===== src/pser_pkg.sv =====
// package: register map, field positions and reset values of the regulator register bank
package pser_pkg;
	// ======================================================
	// register addresses
	localparam logic [7:0] ADDR_PGOOD_ACK = 8'h00;
	localparam logic [7:0] ADDR_POWER_PIN_SENSE = 8'h02;
	localparam logic [7:0] ADDR_FAULT_SENSE = 8'h03;
	localparam logic [7:0] ADDR_RESET_CONTROL = 8'h10;
	localparam logic [7:0] ADDR_PRODUCT_IDENT = 8'h11;
	localparam logic [7:0] ADDR_REV_FEATURE = 8'h12;
	localparam logic [7:0] ADDR_ENABLE_MODE = 8'h14;
	// ======================================================
	// reset control fields
	localparam int RST_FORCE_BIT = 7;
	localparam int RST_FLAG_BIT = 4;
	localparam logic [7:0] RESET_CONTROL_DEFAULT = 8'h10;
	localparam logic [7:0] RESET_CONTROL_WMASK = 8'h13;
	// ======================================================
	// enable/mode fields: mode D0/D2, enable D1/D3/D6/D7
	localparam logic [7:0] ENABLE_MODE_WMASK = 8'hCF;
	localparam int BUCK1_PWM_BIT = 0;
	localparam int BUCK1_ON_BIT = 1;
	localparam int BUCK2_PWM_BIT = 2;
	localparam int BUCK2_ON_BIT = 3;
	localparam int LINREG3_ON_BIT = 6;
	localparam int LINREG4_ON_BIT = 7;
	// power-good bits inside the first sense register
	localparam logic [7:0] PGOOD_MASK = 8'h33;
	localparam int FAULT_SPARE_BIT = 3;
	// ======================================================
	typedef enum logic [1:0] {
		PSER_RESTART_RELOAD = 2'h0,
		PSER_RESTART_KEEP = 2'h1,
		PSER_RESTART_NONE = 2'h2,
		PSER_RESTART_UNDEF = 2'h3
	} pser_restart_policy_t;
	// ======================================================
	// serial slave
	localparam logic [6:0] DEV_ADDR_DEFAULT = 7'h10;
	localparam int SYNC_STAGES = 2;
endpackage


===== src/pser_regbus_if.sv =====
// interface: byte-wide register access between serial slave and register bank
`timescale 1ns/1ps
`default_nettype none
interface pser_regbus_if;
	logic [7:0] addr;
	logic [7:0] wdata;
	logic wr;
	logic rd;
	logic [7:0] rdata;
	modport slave_side (output addr, output wdata, output wr, output rd, input rdata);
	modport bank_side (input addr, input wdata, input wr, input rd, output rdata);
endinterface
`default_nettype wire


===== src/pser_i2c_slave.sv =====
// module: serial two-wire slave turning bus frames into register reads and writes
`timescale 1ns/1ps
`default_nettype none
module pser_i2c_slave #(
	parameter logic [6:0] DEV_ADDR = pser_pkg::DEV_ADDR_DEFAULT
) (
	// clock and reset
	input wire logic i_clk_sys,
	input wire logic i_rst_b,
	// synchronised bus lines
	input wire logic i_scl,
	input wire logic i_sda,
	output logic o_sda_oe,
	// register side
	pser_regbus_if.slave_side bus
);
	typedef enum logic [2:0] {
		PSER_IDLE, PSER_DEVADDR, PSER_ACK, PSER_REGADDR, PSER_WDATA, PSER_RDATA, PSER_RACK
	} pser_i2c_state_t;

	pser_i2c_state_t state;
	pser_i2c_state_t after_ack;
	logic scl_d;
	logic sda_d;
	logic [7:0] shift;
	logic [3:0] bitcnt;
	logic have_reg;
	logic scl_rise;
	logic scl_fall;
	logic start_cond;
	logic stop_cond;

	assign scl_rise = i_scl && !scl_d;
	assign scl_fall = !i_scl && scl_d;
	assign start_cond = i_scl && scl_d && sda_d && !i_sda;
	assign stop_cond = i_scl && scl_d && !sda_d && i_sda;

	always_ff @(posedge i_clk_sys or negedge i_rst_b) begin
		if (!i_rst_b) begin
			scl_d <= 1'b1;
			sda_d <= 1'b1;
		end else begin
			scl_d <= i_scl;
			sda_d <= i_sda;
		end
	end

	// ======================================================
	// frame sequencing; only reads advance the register address, on a master acknowledge
	always_ff @(posedge i_clk_sys or negedge i_rst_b) begin
		if (!i_rst_b) begin
			state <= PSER_IDLE;
			after_ack <= PSER_IDLE;
			shift <= 8'h00;
			bitcnt <= 4'h0;
			have_reg <= 1'b0;
			o_sda_oe <= 1'b0;
			bus.addr <= 8'h00;
			bus.wdata <= 8'h00;
			bus.wr <= 1'b0;
			bus.rd <= 1'b0;
		end else begin
			bus.wr <= 1'b0;
			bus.rd <= 1'b0;
			if (start_cond) begin
				state <= PSER_DEVADDR;
				bitcnt <= 4'h0;
				have_reg <= 1'b0;
				o_sda_oe <= 1'b0;
			end else if (stop_cond) begin
				state <= PSER_IDLE;
				o_sda_oe <= 1'b0;
			end else begin
				unique case (state)
					PSER_IDLE: begin
						o_sda_oe <= 1'b0;
					end
					PSER_DEVADDR, PSER_REGADDR, PSER_WDATA: begin
						if (scl_rise) begin
							shift <= {shift[6:0], i_sda};
							bitcnt <= bitcnt + 4'h1;
						end else if (scl_fall && bitcnt == 4'h8) begin
							bitcnt <= 4'h0;
							if (state == PSER_DEVADDR) begin
								if (shift[7:1] != DEV_ADDR) begin
									state <= PSER_IDLE;
								end else if (shift[0]) begin
									o_sda_oe <= 1'b1;
									state <= PSER_ACK;
									after_ack <= PSER_RDATA;
								end else begin
									o_sda_oe <= 1'b1;
									state <= PSER_ACK;
									after_ack <= have_reg ? PSER_WDATA : PSER_REGADDR;
								end
							end else if (state == PSER_REGADDR) begin
								bus.addr <= shift;
								have_reg <= 1'b1;
								o_sda_oe <= 1'b1;
								state <= PSER_ACK;
								after_ack <= PSER_WDATA;
							end else begin
								bus.wdata <= shift;
								bus.wr <= 1'b1;
								o_sda_oe <= 1'b1;
								state <= PSER_ACK;
								after_ack <= PSER_WDATA;
							end
						end
					end
					PSER_ACK: begin
						if (scl_fall) begin
							state <= after_ack;
							o_sda_oe <= 1'b0;
							// strobe in the same cycle the byte is taken, so a read-clear
							// register hands over what it held before clearing
							if (after_ack == PSER_RDATA) begin
								bus.rd <= 1'b1;
								bitcnt <= 4'h0;
							end
						end
					end
					PSER_RDATA: begin
						if (bitcnt == 4'h0) begin
							shift <= bus.rdata;
							o_sda_oe <= !bus.rdata[7];
							bitcnt <= 4'h1;
						end else if (scl_fall) begin
							if (bitcnt == 4'h8) begin
								o_sda_oe <= 1'b0;
								bitcnt <= 4'h0;
								state <= PSER_RACK;
							end else begin
								o_sda_oe <= !shift[3'(7 - bitcnt)];
								bitcnt <= bitcnt + 4'h1;
							end
						end
					end
					PSER_RACK: begin
						if (scl_rise) begin
							if (i_sda) begin
								state <= PSER_IDLE;
							end else begin
								bus.addr <= bus.addr + 8'h01;
								after_ack <= PSER_RDATA;
								state <= PSER_ACK;
							end
						end
					end
					default: state <= PSER_IDLE;
				endcase
			end
		end
	end
endmodule
`default_nettype wire


===== src/pser_regbank.sv =====
// module: regulator sense, restart policy, identification and enable register bank
`timescale 1ns/1ps
`default_nettype none
// Function
// power-good bits at D0,D1,D4,D5 of 0x02 show output in range
// enable-pin bits at D2,D3,D6,D7 mirror the live pin levels
// overcurrent bits at D0,D1,D4,D5 of 0x03 show current over limit
// D2 of 0x03 shows input supply below lockout threshold
// D6 of 0x03 shows junction above thermal warning limit
// D7 of 0x03 shows thermal shutdown; D3 always reads zero
// restart policy 00: after shutdown reload defaults, then power up again
// restart policy 01: after shutdown power up again keeping registers
// restart policy 10: stay off after shutdown; 11 undefined, host avoids it
// defaults-loaded flag set on every reload; host clears it by writing 0
// writing 1 to force bit D7 reloads all registers except the power-good flags at 0x00; reads back 0
// read-only 8-bit product identification at 0x11
// 0x12 holds revision in upper nibble, feature variant in lower
// mode bits D0,D2: 0 auto switching, 1 forced pulse-width (default)
// enable bits D1,D3,D6,D7 turn each regulator on or off
// restart policy sits at bits 1:0; register resets to 0x10
// spare bits read zero and writes to them do nothing
// power-good changes latch flags at 0x00, cleared by reading it
module pser_regbank #(
	parameter logic [7:0] PRODUCT_ID = 8'hA5, // arbitrary value
	parameter logic [3:0] SILICON_REV = 4'h7, // arbitrary value
	parameter logic [3:0] FEATURE_VAR = 4'h5, // arbitrary value
	parameter logic [7:0] ENABLE_DEFAULT = 8'h05,
	parameter logic [6:0] DEV_ADDR = pser_pkg::DEV_ADDR_DEFAULT
) (
	// clock and reset
	input wire logic i_clk_sys,
	input wire logic i_rst_b,
	// serial bus pins
	input wire logic i_scl,
	input wire logic i_sda,
	output logic o_sda_out,
	output logic o_sda_oe,
	// analog status, pins and sensors
	input wire logic [3:0] i_pgood,
	input wire logic [3:0] i_pin_level,
	input wire logic [3:0] i_overcurrent,
	input wire logic i_undervoltage,
	input wire logic i_thermal_warning,
	input wire logic i_thermal_shutdown,
	// regulator controls
	output logic [3:0] o_reg_on,
	output logic o_buck1_pwm_force,
	output logic o_buck2_pwm_force,
	output logic o_power_up_start,
	output logic o_defaults_loaded_flag
);
	// ======================================================
	// synchronisers
	logic [1:0] scl_sda_sync;
	logic [3:0] pgood;
	logic [3:0] pin_level;
	logic [3:0] overcurrent;
	logic [2:0] misc;
	logic sda_oe_int;

	pser_sync #(.WIDTH(2), .INIT(2'h3)) u_sync_bus (
		.i_clk_sys(i_clk_sys),
		.i_rst_b(i_rst_b),
		.i_async({i_scl, i_sda}),
		.o_sync(scl_sda_sync)
	);
	pser_sync #(.WIDTH(15), .INIT(15'h0000)) u_sync_sense (
		.i_clk_sys(i_clk_sys),
		.i_rst_b(i_rst_b),
		.i_async({i_pgood, i_pin_level, i_overcurrent, i_undervoltage,
			i_thermal_warning, i_thermal_shutdown}),
		.o_sync({pgood, pin_level, overcurrent, misc})
	);

	pser_regbus_if rbus ();

	pser_i2c_slave #(.DEV_ADDR(DEV_ADDR)) u_slave (
		.i_clk_sys(i_clk_sys),
		.i_rst_b(i_rst_b),
		.i_scl(scl_sda_sync[1]),
		.i_sda(scl_sda_sync[0]),
		.o_sda_oe(sda_oe_int),
		.bus(rbus.slave_side)
	);

	// ======================================================
	// sense views
	logic [7:0] power_and_pin_sense;
	logic [7:0] fault_sense;
	assign power_and_pin_sense = {pin_level[3], pin_level[2], pgood[3], pgood[2],
		pin_level[1], pin_level[0], pgood[1], pgood[0]};
	assign fault_sense = {misc[0], misc[1], overcurrent[3], overcurrent[2],
		1'b0, misc[2], overcurrent[1], overcurrent[0]};

	// ======================================================
	// writable registers and reload
	logic [1:0] restart_policy;
	logic defaults_loaded_flag;
	logic [7:0] regulator_enable_mode;
	logic shutdown_d;
	logic shutdown_fall;
	logic shutdown_rise;
	logic force_defaults;
	logic reload;
	logic wr_reset;
	logic wr_enable;

	assign wr_reset = rbus.wr && rbus.addr == pser_pkg::ADDR_RESET_CONTROL;
	assign wr_enable = rbus.wr && rbus.addr == pser_pkg::ADDR_ENABLE_MODE;
	assign force_defaults = wr_reset && rbus.wdata[pser_pkg::RST_FORCE_BIT];
	assign shutdown_rise = misc[0] && !shutdown_d;
	assign shutdown_fall = !misc[0] && shutdown_d;
	// only the reload policy brings the registers back after a shutdown
	assign reload = force_defaults || (shutdown_fall
		&& restart_policy == pser_pkg::PSER_RESTART_RELOAD);

	always_ff @(posedge i_clk_sys or negedge i_rst_b) begin
		if (!i_rst_b) begin
			shutdown_d <= 1'b0;
		end else begin
			shutdown_d <= misc[0];
		end
	end

	always_ff @(posedge i_clk_sys or negedge i_rst_b) begin
		if (!i_rst_b) begin
			restart_policy <= pser_pkg::RESET_CONTROL_DEFAULT[1:0];
			defaults_loaded_flag <= pser_pkg::RESET_CONTROL_DEFAULT[pser_pkg::RST_FLAG_BIT];
		end else if (reload) begin
			restart_policy <= pser_pkg::RESET_CONTROL_DEFAULT[1:0];
			defaults_loaded_flag <= 1'b1;
		end else if (wr_reset) begin
			restart_policy <= rbus.wdata[1:0];
			defaults_loaded_flag <= rbus.wdata[pser_pkg::RST_FLAG_BIT];
		end
	end

	// the shutdown pin forces regulators off at the output stage, not here
	always_ff @(posedge i_clk_sys or negedge i_rst_b) begin
		if (!i_rst_b) begin
			regulator_enable_mode <= ENABLE_DEFAULT & pser_pkg::ENABLE_MODE_WMASK;
		end else if (reload) begin
			regulator_enable_mode <= ENABLE_DEFAULT & pser_pkg::ENABLE_MODE_WMASK;
		end else if (wr_enable) begin
			regulator_enable_mode <= rbus.wdata & pser_pkg::ENABLE_MODE_WMASK;
		end
	end

	// ======================================================
	// latched power-good change flags, cleared on read; a change wins over the clear
	logic [3:0] pgood_d;
	logic [7:0] pgood_events;
	logic [7:0] pgood_change;
	assign pgood_change = {2'b00, pgood[3:2] ^ pgood_d[3:2], 2'b00, pgood[1:0] ^ pgood_d[1:0]};

	always_ff @(posedge i_clk_sys or negedge i_rst_b) begin
		if (!i_rst_b) begin
			pgood_d <= 4'h0;
			pgood_events <= 8'h00;
		end else begin
			pgood_d <= pgood;
			if (rbus.rd && rbus.addr == pser_pkg::ADDR_PGOOD_ACK) begin
				pgood_events <= pgood_change;
			end else begin
				pgood_events <= pgood_events | pgood_change;
			end
		end
	end

	// ======================================================
	// read mux; unmapped addresses read zero
	always_comb begin
		unique case (rbus.addr)
			pser_pkg::ADDR_PGOOD_ACK: rbus.rdata = pgood_events;
			pser_pkg::ADDR_POWER_PIN_SENSE: rbus.rdata = power_and_pin_sense;
			pser_pkg::ADDR_FAULT_SENSE: rbus.rdata = fault_sense;
			pser_pkg::ADDR_RESET_CONTROL: begin
				rbus.rdata = {3'b000, defaults_loaded_flag, 2'b00, restart_policy};
			end
			pser_pkg::ADDR_PRODUCT_IDENT: rbus.rdata = PRODUCT_ID;
			pser_pkg::ADDR_REV_FEATURE: rbus.rdata = {SILICON_REV, FEATURE_VAR};
			pser_pkg::ADDR_ENABLE_MODE: rbus.rdata = regulator_enable_mode;
			default: rbus.rdata = 8'h00;
		endcase
	end

	// ======================================================
	// outputs
	logic shutdown_latched;
	always_ff @(posedge i_clk_sys or negedge i_rst_b) begin
		if (!i_rst_b) begin
			shutdown_latched <= 1'b0;
		end else if (shutdown_rise) begin
			shutdown_latched <= 1'b1;
		end else if (shutdown_fall && restart_policy != pser_pkg::PSER_RESTART_NONE) begin
			shutdown_latched <= 1'b0;
		end
	end

	always_ff @(posedge i_clk_sys or negedge i_rst_b) begin
		if (!i_rst_b) begin
			o_reg_on <= 4'h0;
			o_buck1_pwm_force <= 1'b0;
			o_buck2_pwm_force <= 1'b0;
			o_power_up_start <= 1'b0;
			o_defaults_loaded_flag <= 1'b0;
			o_sda_out <= 1'b0;
			o_sda_oe <= 1'b0;
		end else begin
			o_reg_on <= shutdown_latched ? 4'h0 : {
				regulator_enable_mode[pser_pkg::LINREG4_ON_BIT],
				regulator_enable_mode[pser_pkg::LINREG3_ON_BIT],
				regulator_enable_mode[pser_pkg::BUCK2_ON_BIT],
				regulator_enable_mode[pser_pkg::BUCK1_ON_BIT]};
			o_buck1_pwm_force <= regulator_enable_mode[pser_pkg::BUCK1_PWM_BIT];
			o_buck2_pwm_force <= regulator_enable_mode[pser_pkg::BUCK2_PWM_BIT];
			o_power_up_start <= shutdown_fall
				&& restart_policy != pser_pkg::PSER_RESTART_NONE;
			o_defaults_loaded_flag <= defaults_loaded_flag;
			o_sda_out <= 1'b0;
			o_sda_oe <= sda_oe_int;
		end
	end
endmodule
`default_nettype wire


===== src/pser_sync.sv =====
// module: two-flop synchroniser for a bus of pin levels
`timescale 1ns/1ps
`default_nettype none
module pser_sync #(
	parameter int WIDTH = 1,
	parameter logic [WIDTH-1:0] INIT = '0
) (
	// clock and reset
	input wire logic i_clk_sys,
	input wire logic i_rst_b,
	// levels
	input wire logic [WIDTH-1:0] i_async,
	output logic [WIDTH-1:0] o_sync
);
	logic [WIDTH-1:0] meta;

	always_ff @(posedge i_clk_sys or negedge i_rst_b) begin
		if (!i_rst_b) begin
			meta <= INIT;
			o_sync <= INIT;
		end else begin
			meta <= i_async;
			o_sync <= meta;
		end
	end
endmodule
`default_nettype wire

===== config.mk =====
export PLATFORM = sky130hd
export DESIGN_NAME = pser_regbank
export DESIGN_NICKNAME = d
export VERILOG_FILES = /design/src/pser_pkg.sv /design/src/pser_regbus_if.sv /design/src/pser_i2c_slave.sv /design/src/pser_regbank.sv /design/src/pser_sync.sv
export SDC_FILE = /design/constraint.sdc
export NUM_CORES = 1
export LEC_CHECK = 0
export BUFFER_PORTS_ARGS = -buffer_cell sky130_fd_sc_hd__buf_2
export CORE_UTILIZATION = 45
export CTS_CLUSTER_SIZE = 30
export DETAILED_ROUTE_END_ITERATION = 12
export GPL_TIMING_DRIVEN = 0
export PLACE_DENSITY = 0.71
export SETUP_SLACK_MARGIN = 0.2
export SLEW_MARGIN = 15
export SYNTH_ARGS = -nofsm -noshare
export SYNTH_HDL_FRONTEND = slang
export SYNTH_HIERARCHICAL = 1
export SYNTH_SLANG_ARGS = --single-unit
export TNS_END_PERCENT = 100

===== constraint.sdc =====
create_clock -name i_clk_sys -period 2.3 [get_ports i_clk_sys]
set_clock_uncertainty 0.1 [all_clocks]
set_input_delay 0.115 -clock i_clk_sys [delete_from_list [all_inputs] [get_ports i_clk_sys]]
set_output_delay 0.115 -clock i_clk_sys [all_outputs]
set_load 0.05 [all_outputs]

Word-level counts from Yosys, hierarchy flattened
Index checks and enable logic that the tools add are counted.

Word-level logic and storage cells: 216. Memories: 0. Output and inout port bits: 10. Bits in writable memories: 0. Latch bits: 0. Memory bits (read-only): 0. Register bits after elaboration: 108.

Add/sub/neg operators: 3. Muxes and demuxes: 85. Multipliers: 0. Equality and inequality tests: 42. Magnitude comparators: 1. Bitwise gates (word level): 8. Shift operators: 0. Reductions and logical operators: 48. Div/mod/pow operators: 0.

Operators by type and width (count): 2-to-1 mux 8 bit (11); case mux 8 bit (7 select lines) (1); 2-to-1 mux 3 bit (17); 2-to-1 mux 4 bit (10); 2-to-1 mux 1 bit (34); == test 8 x 5 -> 1 bit, second input constant (4); case mux 8 bit (2 select lines) (2); inequality test 4 x 1 -> 1 bit, second input constant (7); AND reduction 6 bit (3); == test 8 x 2 -> 1 bit, second input constant (2); logical AND 1 bit (16); AND reduction 8 bit (2); nonzero test 2 bit (8); case mux 3 bit (5 select lines) (1); inequality test 2 x 1 -> 1 bit, second input constant (7); == test 3 bit, second input constant (4); case mux 4 bit (3 select lines) (1); 2-to-1 mux 2 bit (5); inequality test 2 bit, second input constant (5); inequality test 3 x 1 -> 1 bit, second input constant (3); AND reduction 9 bit (1); adder 8 x 1 -> 8 bit, second input constant (1); zero test 1 bit (8); zero test 8 bit (1); other kinds (27) (33).

Logic depth before layout (Yosys ltp)
Gate-level depths: netlist of run 1.

Depth after elaboration: 10. Depth in mapped cells: 10. Gate-level depth less buffers: 9.

By module
Netlist of run 1, hierarchy kept.

By module, submodules not included: pser_i2c_slave (cells an instance 246, area an instance 2468.6 µm², times used 1); pser_regbank (cells an instance 127, area an instance 1346.3 µm², times used 1); pser_sync (u_sync_sense) (cells an instance 30, area an instance 750.7 µm², times used 1); pser_sync (u_sync_bus) (cells an instance 4, area an instance 105.1 µm², times used 1).

Worst setup path after synthesis of run 1
No wires, ideal clock.

Path type: register to register. Start point: register u_slave.bus.addr[3]. End point: register u_slave.o_sda_oe. Data required time: 2067 ps. Path slack: 6 ps. Arrival time: 2060 ps. Setup time: 133 ps. Cell stages (with the launch flop): 9. Cell sequence: dfrtp_1 > or4_4 > nor2_1 > a22o_1 > nor2_1 > a2111oi_0 > o21ai_0 > o211ai_1 > mux2i_1.

Word-level cells in the longest chain between the ends: 7. Elaborated cells between the ends (all ways): 13.

Ends and longest elaborated chain: start: declaration (RTL line pser_regbus_if.sv:10) `modport slave_side (output addr, output wdata, output wr, output rd, input rdata);`; start signal: assignment (RTL line pser_i2c_slave.sv:97) `bus.addr <= shift;`; start signal: assignment (RTL line pser_i2c_slave.sv:144) `bus.addr <= bus.addr + 8'h01;`; == test 8 x 5 -> 1 bit, or another cell as far along (RTL line pser_regbank.sv:173) `unique case (rbus.addr)`; case mux 8 bit (7 select lines) (*) (RTL line pser_regbank.sv:173); named net rbus.rdata[7] (RTL line pser_regbus_if.sv:9) `logic [7:0] rdata;`; zero test 1 bit (*) (RTL line pser_i2c_slave.sv:126) `o_sda_oe <= !bus.rdata[7];`; 2-to-1 mux 1 bit (*) (RTL line pser_i2c_slave.sv:124) `if (bitcnt == 4'h0) begin`; case mux 1 bit (4 select lines) (*) (RTL line pser_i2c_slave.sv:74) `unique case (state)`; 2-to-1 mux 1 bit (*) (RTL line pser_i2c_slave.sv:70) `end else if (stop_cond) begin`; 2-to-1 mux 1 bit (*) (RTL line pser_i2c_slave.sv:65) `if (start_cond) begin`; end signal: assignment (RTL line pser_i2c_slave.sv:126); end signal: assignment (RTL line pser_i2c_slave.sv:134) `o_sda_oe <= !shift[3'(7 - bitcnt)];`; end: declaration (RTL line pser_i2c_slave.sv:13) `output logic o_sda_oe,`.

Mark *: on every way through the listed nets, which the timed path passes. The rest lies on a longest branch. A chain may end at the register's enable or synchronous reset.

Final worst setup path of run 1
Start point: register u_slave.bitcnt[0]. End point: register u_slave.state[1].

Word-level cells in the longest chain between the ends: 4. Elaborated cells between the ends (all ways): 7.

Ends and longest elaborated chain: start: declaration (RTL line pser_i2c_slave.sv:26) `logic [3:0] bitcnt;`; start signal: assignment (RTL line pser_i2c_slave.sv:81) `bitcnt <= bitcnt + 4'h1;`; start signal: assignment (RTL line pser_i2c_slave.sv:135) `bitcnt <= bitcnt + 4'h1;`; == test 4 bit (RTL line pser_i2c_slave.sv:82, pser_i2c_slave.sv:129); logical AND 1 bit (RTL line pser_i2c_slave.sv:82) `end else if (scl_fall && bitcnt == 4'h8) begin`; inequality test 4 x 1 -> 1 bit (no line); AND reduction 8 bit (no line) (*); end signal: assignment (RTL line pser_i2c_slave.sv:113) `state <= after_ack;`; end: declaration (RTL line pser_i2c_slave.sv:21) `pser_i2c_state_t state;`.

Mark *: on every way between the ends. The rest lies on a longest branch, timed or not.

==> out/results.md, run 1 <==
* **unrepaired setup endpoints after global routing** true
* **antenna violations before repair** 0
* **cell count after synthesis** 405
* **GRT overflow** 0
* **IO Count** 29
* **maximum cell stage delay along the critical path** 0.53 ns
* **maximum clock path buffer count** 2
* **arrival time at the worst endpoint** 2.49 ns
* **count of nets left with antenna violations after detail routing** 0
* **Total Routed Length** 10.7 mm
* **post-layout net count** 508
* **standard-cell row count** 36
* **Multi-input gate area** 2170 um2
* **DRC violation count after routing** 0
* **slew margin rel.** 51.1%
* **synthesized netlist net count** 427
* **global-route wire length before repair** 17.1 mm
* **maximum number of pins on one net before global-route repair** 56
* **Clock Sink Count** 101
* **status** finished, final reports clean
* **synthesized area** 4630 um2
* **placeable core area** 9860 um2
* **WP data required** 2.49 ns
* **placed cells** 566
* **period utilisation layout** 99.7%
* **post-route cell area** 5860 um2
* **via count of the first global-routing pass** 3359
* **vias post-DR** 3598
* **power density over the cells** 650 nW/um2
* **Worst Tran Pin Value** 0.724 ns
* **number of diodes** 0
* **kind of path behind the tightest hold check** input pin to asynchronous set/reset pin
* **clock period minus worst slack** 2.29 ns
* **mean instance size in the synthesized netlist** 11.4 um2
* **yosys synthesis warning count** 6
* **total routing resource utilization after global routing** 21.3%
* **average wire per standard cell** 17.1 um
* **number of slew-limit violations in the final report** 0
* **count of routing violations after the opening detailed-route iteration** 309
* **final setup violating endpoints** 0
* **largest driver fanout on the critical path** 6
* **nature of the critical path endpoint** flop
* **register area** 2550 um2
* **starting density of the core** 47.0%
* **Initial DRT Pass Iterations** 5
* **clock latency on the worst-skew pair** 0.37 ns
* **Die Wd** 103 um
* **maximum ir drop on the vdd rail** 0.326 mV
* **clock root cell** clkbuf_8
* **chain of cells forming the critical path** inv_2 > ha_4 > and3b_2 > a222oi_1 > a311o_2 > or4b_1 > o22ai_1
* **CTS tree** built
* **routability congestion estimate from global placement** 0.913
* **number of buffers inserted during clock tree synthesis** 9
* **Placed Area** 5060 um2
* **hold slack final** 0.136 ns
* **H-Tree Depth** 3
* **number of fill cells** 785
* **share of final-layout standard cells stronger than drive strength 1** 35.8%
* **Total Die Area** 10700 um2
* **Max-cap violations** 0
* **Worst Setup Start Kind** flop
* **fmax** 436 MHz
* **count of final hold-check violations** 0
* **routed vias/inst** 5.77
* **Largest regs** u_sync_sense/meta (15), u_sync_sense/o_sync (15)
* **critical-path cell with the highest stage delay** or4b_1
* **HPWL after detailed placement** 7.13 mm
* **clock slew at the register clock pins of the worst setup and hold paths** 0.10 ns
* **non-filler cells in the finished layout** 624
* **Lkg Pwr** 2.63 nW
* **Die Height** 103 um
* **area grow syn2layout** 26.3%
* **PortBufs** 27
* **crit path kind** flop to flop
## area by class of cell
cell class | count | share of cell area [%]
Sequential cell | 101 | 43.6
Multi-Input combinational cell | 267 | 37.1
Timing Repair Buffer | 71 | 9.57
Tap cell | 133 | 2.84
Buffer | 16 | 2.18
Clock buffer | 9 | 2.12
Clock inverter | 7 | 1.32
Inverter | 20 | 1.28
## stage by stage
step                      util, %  total power, mW  setup WS [ns]  setup TNS (ns)
final                        59.4             3.81        0.00581               0
after global routing         59.4             3.99        -0.0665         -0.0917
after CTS                    57.7             3.76        -0.0118         -0.0118
after detailed placement     51.3             2.56         -0.259           -4.01
after global placement       51.0             2.55         -0.225           -3.89
after floorplan                 -             2.38          0.133               0
## power breakdown
group | internal, mW | leakage (nW) | switching, mW
clock | 0.430 | 0.103 | 0.667
combinational | 0.353 | 1.29 | 0.388
sequential | 1.87 | 1.24 | 0.0992
total | 2.65 | 2.63 | 1.15
## layer usage
metal  track usage [%]  routed length, um
met1              30.9               4880
met2              31.9               4920
met3              3.83                597
met4              8.23                273
met5                 0                  0
## worst max-delay path, delay by kind of cell, from the launching register on
kind	cells	cell delay [ns]
adder cells (fa/ha/maj)	1	0.16
flip-flops	1	0.43
buffers and inverters	1	0.08
AO/OA/AOI/OAI	3	0.70
AND/OR/NAND/NOR	2	0.75
## worst paths after layout
path / startpoint / endpoint / slack [ns] / cells past startpoint
max in group asynchronous: i_rst_b / u_sync_bus/meta[0] / 1.30 / 3
hold reg to reg: u_sync_sense/meta[8] / u_sync_sense/o_sync[8] / 0.26 / 0
setup / recovery: u_slave/bitcnt[0] / u_slave/state[1] / 0.006 / 7
setup reg to reg: u_slave/bitcnt[0] / u_slave/state[1] / 0.006 / 7
hold / removal: i_rst_b / u_sync_sense/o_sync[0] / 0.14 / 2
min in group i_clk_sys: u_sync_sense/meta[8] / u_sync_sense/o_sync[8] / 0.26 / 0
## cells in the final DEF, fill, tap and decap left out, drive strengths merged, types with 5 or more instances in the layout
cell type / instances
a21o: 6
a21oi: 12
a22oi: 5
a31oi: 6
and3: 6
buf: 59
clkbuf: 19
dfrtp: 92
dfstp: 9
dlygate4sd3: 18
inv: 23
mux2: 27
mux2i: 13
nand2: 16
nand3: 10
nor2: 23
nor2b: 17
nor3: 8
nor4: 6
o21ai: 22
o22ai: 5
xor2: 5
## repair_timing
action                                 CTS  global route
endpoints found under the hold margin  110             0
hold buffers                            18             0
setup buffers                           16             9
setup endpoints to repair               42            36
gates resized for setup                 39            31
pin swaps                               11             8
Note: power is estimated with default switching activity, not from simulation.
==> inputs of run 2 (changes only) <==
CORE_UTILIZATION = 60   (was 45)
PLACE_DENSITY = 0.86   (was 0.71)
clock period = 2.4 ns   (was 2.3 ns; I/O delays follow)
==> out/results.md, run 2 (same netlist as run 1, synthesis figures left out) <==
* **status** finished, final reports clean
* **total routing resource utilization after global routing** 28.3%, +6.9 points
* **arrival time at the worst endpoint** 2.45 ns, -0.04 ns
* **clock root cell** clkbuf_8
* **hold slack final** 0.160 ns, +0.0238 ns
* **nature of the critical path endpoint** flop
* **maximum number of pins on one net before global-route repair** 64, +14%
* **crit path kind** flop to flop
* **H-Tree Depth** 3, unchanged
* **post-route cell area** 5710 um2, -2.5%
* **Largest regs** u_sync_sense/meta (15), u_sync_sense/o_sync (15)
* **Total Die Area** 8080 um2, -25%
* **number of diodes** 0, unchanged
* **clock period minus worst slack** 2.30 ns, +0.00176 ns
* **WP data required** 2.55 ns, +0.06 ns
* **maximum clock path buffer count** 2, unchanged
* **register area** 2550 um2, -0.20%
* **Initial DRT Pass Iterations** 5, unchanged
* **number of cells on the worst reg-to-reg path** 9, +2
* **CTS tree** built
* **worst r2r src** u_slave/bus.addr[6]
* **chain of cells forming the critical path** nor4_4 > and4_1 > clkbuf_8 > a22o_4 > nor2_2 > a2111oi_2 > o21ai_1 > o211ai_1 > mux2i_1
* **clock slew at the register clock pins of the worst setup and hold paths** 0.11 ns, about the same
* **most common library cell in the layout ignoring fill and taps** dfrtp_1
* **Worst Setup Start Kind** flop
* **fmax** 436 MHz, about the same
* **Die Wd** 89.9 um, -13%
* **slew margin rel.** 49.6%, -1.5 points
* **period utilisation layout** 95.7%, -4.1 points
* **post-layout net count** 503, -0.98%
* **routability congestion estimate from global placement** 0.953, +4.5%
* **largest driver fanout on the critical path** 6, unchanged
* **unrepaired setup endpoints after global routing** true
* **Placed Area** 4930 um2, -2.6%
* **standard-cell row count** 31, -14%
* **routed vias/inst** 6.18, +7.2%
* **smallest setup slack after layout** 0.104 ns, +0.0982 ns
* **number of buffers inserted during clock tree synthesis** 9, unchanged
* **Multi-input gate area** 2130 um2, -2.0%
* **IO Count** 29, unchanged
* **Max-cap violations** 0, unchanged
* **Worst R2R Setup Slack** 0.10 ns, +0.10 ns
* **worst reg2reg path endpoint** u_slave/o_sda_oe
* **via count of the first global-routing pass** 3460, +3.0%
* **Clock Sink Count** 101, unchanged
* **Lkg Pwr** 2.59 nW, -1.5%
* **Final Total Pwr** 3.66 mW, -3.9%
* **placeable core area** 7370 um2, -25%
* **PortBufs** 27, unchanged
* **Worst Tran Pin Value** 0.751 ns, +0.0268 ns
* **count of routing violations after the opening detailed-route iteration** 339, +9.7%
* **DRC violation count after routing** 0, unchanged
* **maximum cell stage delay along the critical path** 0.45 ns, -0.08 ns
* **number of slew-limit violations in the final report** 0, unchanged
* **Setup WS pre-CTS** -0.392 ns, -0.132 ns
* **final setup violating endpoints** 0, unchanged
* **starting density of the core** 62.9%, +16 points
* **global-route wire length before repair** 17.7 mm, +3.2%
* **GRT overflow** 0, unchanged
* **count of final hold-check violations** 0, unchanged
* **Total Routed Length** 11.1 mm, +4.4%
* **Die Height** 89.9 um, -13%
* **critical-path cell with the highest stage delay** dfrtp_2
* **antenna violations before repair** 0, unchanged
* **Post-Route Utilization** 77.5%, +18 points
* **kind of path behind the tightest hold check** input pin to asynchronous set/reset pin
* **clock latency on the worst-skew pair** 0.37 ns, about the same
* **most frequent cells in the layout** dfrtp_1 (85), buf_2 (27), mux2_2 (24)
* **HPWL after detailed placement** 7.38 mm, +3.6%
* **share of final-layout standard cells stronger than drive strength 1** 34.0%, -1.9 points
* **vias post-DR** 3615, +0.47%
* **number of fill cells** 457, -42%
* **maximum ir drop on the vdd rail** 0.526 mV, +61%
* **area grow syn2layout** 23.2%
* **average wire per standard cell** 19.0 um, +11%
* **count of nets left with antenna violations after detail routing** 0, unchanged
* **power density over the cells** 641 nW/um2, -1.4%
run 2: changes by cell type in the layout (fill, tap and decap cells not counted), moves of 2 or more:
cell and delta:
a22oi_1 +2, buf_6 -5, dfrtp_1 +4, dfrtp_2 -4, mux2_4 -9, a22oi_2 -2
nor2_2 +2, mux2_2 +9
run 2: metrics by stage:
step                      cells  setup TNS (ns)
final                       585               0
after global routing        585         -0.0206
after CTS                   575               0
after detailed placement    532           -3.75
after global placement      531           -3.18
after floorplan             405               0
run 2: worst max-delay path: cells and delay by family, from the launching register on:
kind,cells,cell delay [ns]
flops,1,0.45
buf+inv,1,0.15
mux,1,0.12
simple gates,3,0.63
compound gates,4,0.72
run 2: metal layers:
layer	track usage (%)	wire length, um	up-vias	share of wire, %
met4	6.05	102	0	0.92
met5	0	0	-	0
met1	40.3	4930	1806	44
met3	7.45	772	8	6.9
li1	-	-	1643	-
met2	44.2	5330	158	48
run 2: worst max-delay path by stage:
| stage | endpoint | from |
|---|---|---|
| after global placement | u_slave/o_sda_oe | u_slave/bus.addr[3] |
| after floorplan | u_slave/o_sda_oe | u_slave/bus.addr[3] |
| after CTS | u_slave/o_sda_oe | u_slave/bus.addr[5] |
| final | u_slave/o_sda_oe | u_slave/bus.addr[6] |
| after detailed placement | u_slave/o_sda_oe | u_slave/bus.addr[3] |
| after global routing | u_slave/o_sda_oe | u_slave/bus.addr[6] |
run 2: what timing repair did:
item                                    CTS  global route
endpoints found under the setup margin   35            40
hold endpoints to repair                 55             0
gates resized for setup                  38            37
pin swaps                                 9             9
cloned                                    1             0
setup buffers                             9            10
hold buffers                             18             0
run 2: cell type report:
class / instances / share of cell area [%]
well taps: 99 / 2.17
clock inverters: 7 / 1.51
plain buffers: 16 / 2.28
repair buffers: 66 / 8.68
clock buffers: 9 / 2.17
inverters: 20 / 1.31
flip-flops and latches: 101 / 44.6
multi-input cells: 267 / 37.3
run 2: where the power goes:
group | leakage, nW | internal (mW) | switching, mW | total [mW]
Combinational | 1.24 | 0.321 | 0.385 | 0.706
Sequential | 1.25 | 1.79 | 0.0903 | 1.88
Clock | 0.105 | 0.419 | 0.652 | 1.07
==> inputs of run 3 (changes only) <==
ABC_AREA = 1   (was default)
REMOVE_ABC_BUFFERS = 1   (was default)
==> out/results.md, run 3 <==
* **status** finished, final reports clean
* **CTS tree** built
* **Die Wd** 91.9 um, +2.2%
* **most frequent cells in the layout** nand2_1 (151), dfrtp_1 (91), inv_1 (60)
* **routed vias/inst** 5.48, -11%
* **crit path kind** flop to flop
* **final setup violating endpoints** 0, unchanged
* **cell count after synthesis** 561, +39%
* **DRC violation count after routing** 0, unchanged
* **count of routing violations after the opening detailed-route iteration** 409, +21%
* **Lkg Pwr** 2.68 nW, +3.4%
* **slew margin rel.** 57.2%, +7.6 points
* **IO Count** 29, unchanged
* **Worst Tran Pin Value** 0.643 ns, -0.108 ns
* **worst r2r src** u_slave/state[1]
* **PortBufs** 27, unchanged
* **most prevalent standard cell on the critical path** nand2_1
* **nature of the critical path endpoint** flop
* **clock root cell** clkbuf_8
* **period utilisation layout** 86.8%, -8.9 points
* **Crit. Startpoint** u_slave/state[1]
* **largest driver fanout on the critical path** 22, +16
* **Max-cap violations** 0, unchanged
* **Total Routed Length** 10.1 mm, -9.0%
* **total routing resource utilization after global routing** 26.0%, -2.3 points
* **power density over the cells** 863 nW/um2, +35%
* **standard-cell row count** 32, +3.2%
* **kind of path behind the tightest hold check** input pin to asynchronous set/reset pin
* **clock latency on the worst-skew pair** 0.37 ns, about the same
* **Initial DRT Pass Iterations** 6, +1
* **share of final-layout standard cells stronger than drive strength 1** 17.8%, -16 points
* **unrepaired setup endpoints after global routing** false
* **post-layout net count** 636, +26%
* **number of buffers inserted during clock tree synthesis** 9, unchanged
* **most common library cell in the layout ignoring fill and taps** nand2_1
* **vias post-DR** 3950, +9.3%
* **maximum cell stage delay along the critical path** 0.43 ns, -0.02 ns
* **antenna violations before repair** 0, unchanged
* **Largest regs** u_sync_sense/meta (15), u_sync_sense/o_sync (15)
* **area grow syn2layout** 13.8%
* **number of cells on the worst reg-to-reg path** 10, +1
* **number of slew-limit violations in the final report** 0, unchanged
* **synthesized area** 4850 um2, +4.6%
* **WP data required** 2.56 ns, about the same
* **arrival time at the worst endpoint** 2.24 ns, -0.21 ns
* **average wire per standard cell** 14.0 um, -26%
* **maximum ir drop on the vdd rail** 0.546 mV, +3.8%
* **yosys synthesis warning count** 6, unchanged
* **via count of the first global-routing pass** 3700, +6.9%
* **mean instance size in the synthesized netlist** 8.64 um2, -25%
* **placeable core area** 7770 um2, +5.4%
* **H-Tree Depth** 3, unchanged
* **Total Die Area** 8440 um2, +4.5%
* **number of diodes** 0, unchanged
* **chain of cells forming the critical path** inv_2 > nand3_2 > inv_2 > nand3_1 > nand2_1 > nor2_1 > nand2_1 > inv_1 > nand2_1 > nand2_1
* **maximum number of pins on one net before global-route repair** 53, -17%
* **count of nets left with antenna violations after detail routing** 0, unchanged
* **hold slack final** 0.202 ns, +0.0425 ns
* **HPWL after detailed placement** 6.92 mm, -6.2%
* **count of final hold-check violations** 0, unchanged
* **maximum clock path buffer count** 2, unchanged
* **setup_tns** 0 ns, unchanged
* **GRT overflow** 0, unchanged
* **routability congestion estimate from global placement** 0.955, +0.18%
* **starting density of the core** 62.4%, -0.50 points
* **Worst Setup Start Kind** flop
* **Die Height** 91.9 um, +2.2%
* **clock slew at the register clock pins of the worst setup and hold paths** 0.11 ns, about the same
* **global-route wire length before repair** 17.2 mm, -2.5%
* **clock period minus worst slack** 2.08 ns, -0.213 ns
* **Clock Sink Count** 101, unchanged
* **fmax** 480 MHz, +10%
* **critical-path cell with the highest stage delay** dfrtp_1
-- run 3: area by class of cell --
class,instances,area (um2)
clock buffer,10,138
clock inverter,6,81.3
fill,559,2250
inverter,70,265
multi-input combinational,379,1960
sequential,101,2540
tap,102,128
timing repair buffer,53,398
-- run 3: through the flow --
stage,cells,utilization [%],total power [mW],area (um2),setup WS (ns)
2_1_floorplan,550,-,3.16,4760,0.548
3_3_place_gp,679,64.7,3.48,5020,0.119
3_5_place_dp,680,65.1,3.54,5050,0.0965
4_1_cts,714,70.3,4.72,5460,0.258
5_1_grt,721,71.0,5.06,5510,0.207
6_report,721,71.0,4.76,5510,0.317
-- run 3: what timing repair did --
item                                    4_1_cts  5_1_grt
endpoints found under the hold margin        63        0
pin swaps                                     0        2
gates resized for setup                       1        2
hold buffers                                 18        0
setup buffers                                 0        7
endpoints found under the setup margin        4       26
-- run 3: where the power goes --
group | leakage, nW | total (mW) | internal, mW | switching (mW)
Clock | 0.104 | 1.14 | 0.530 | 0.615
Sequential | 1.25 | 2.07 | 1.87 | 0.205
Combinational | 1.32 | 1.54 | 0.497 | 1.04
Total | 2.68 | 4.76 | 2.90 | 1.86
-- run 3: metal layers --
layer	up-vias	wire length, um	global-route usage, %	part of all wire, %
met5	-	0	0	0
met2	174	4960	42.0	49
met1	1854	4250	35.6	42
met3	20	722	3.73	7.1
li1	1902	-	-	-
met4	0	199	10.0	2.0
-- run 3: worst max-delay path, delay by kind of cell (launching register included) --
| kind | cells | cell delay [ns] |
|---|---|---|
| buffers and inverters | 3 | 0.53 |
| DFF | 1 | 0.43 |
| and+or+nand+nor | 7 | 0.92 |
-- run 3: path summary, 6_finish.rpt --
| path | to | slack [ns] |
|---|---|---|
| min in group i_clk_sys | u_sync_sense/o_sync[11] | 0.25 |
| max in group asynchronous | u_slave/scl_d | 1.28 |
| max reg2reg | u_slave/bitcnt[0] | 0.32 |
| min reg2reg | u_sync_sense/o_sync[11] | 0.25 |
| max | u_slave/bitcnt[0] | 0.32 |
| min | regulator_enable_mode[6] | 0.20 |
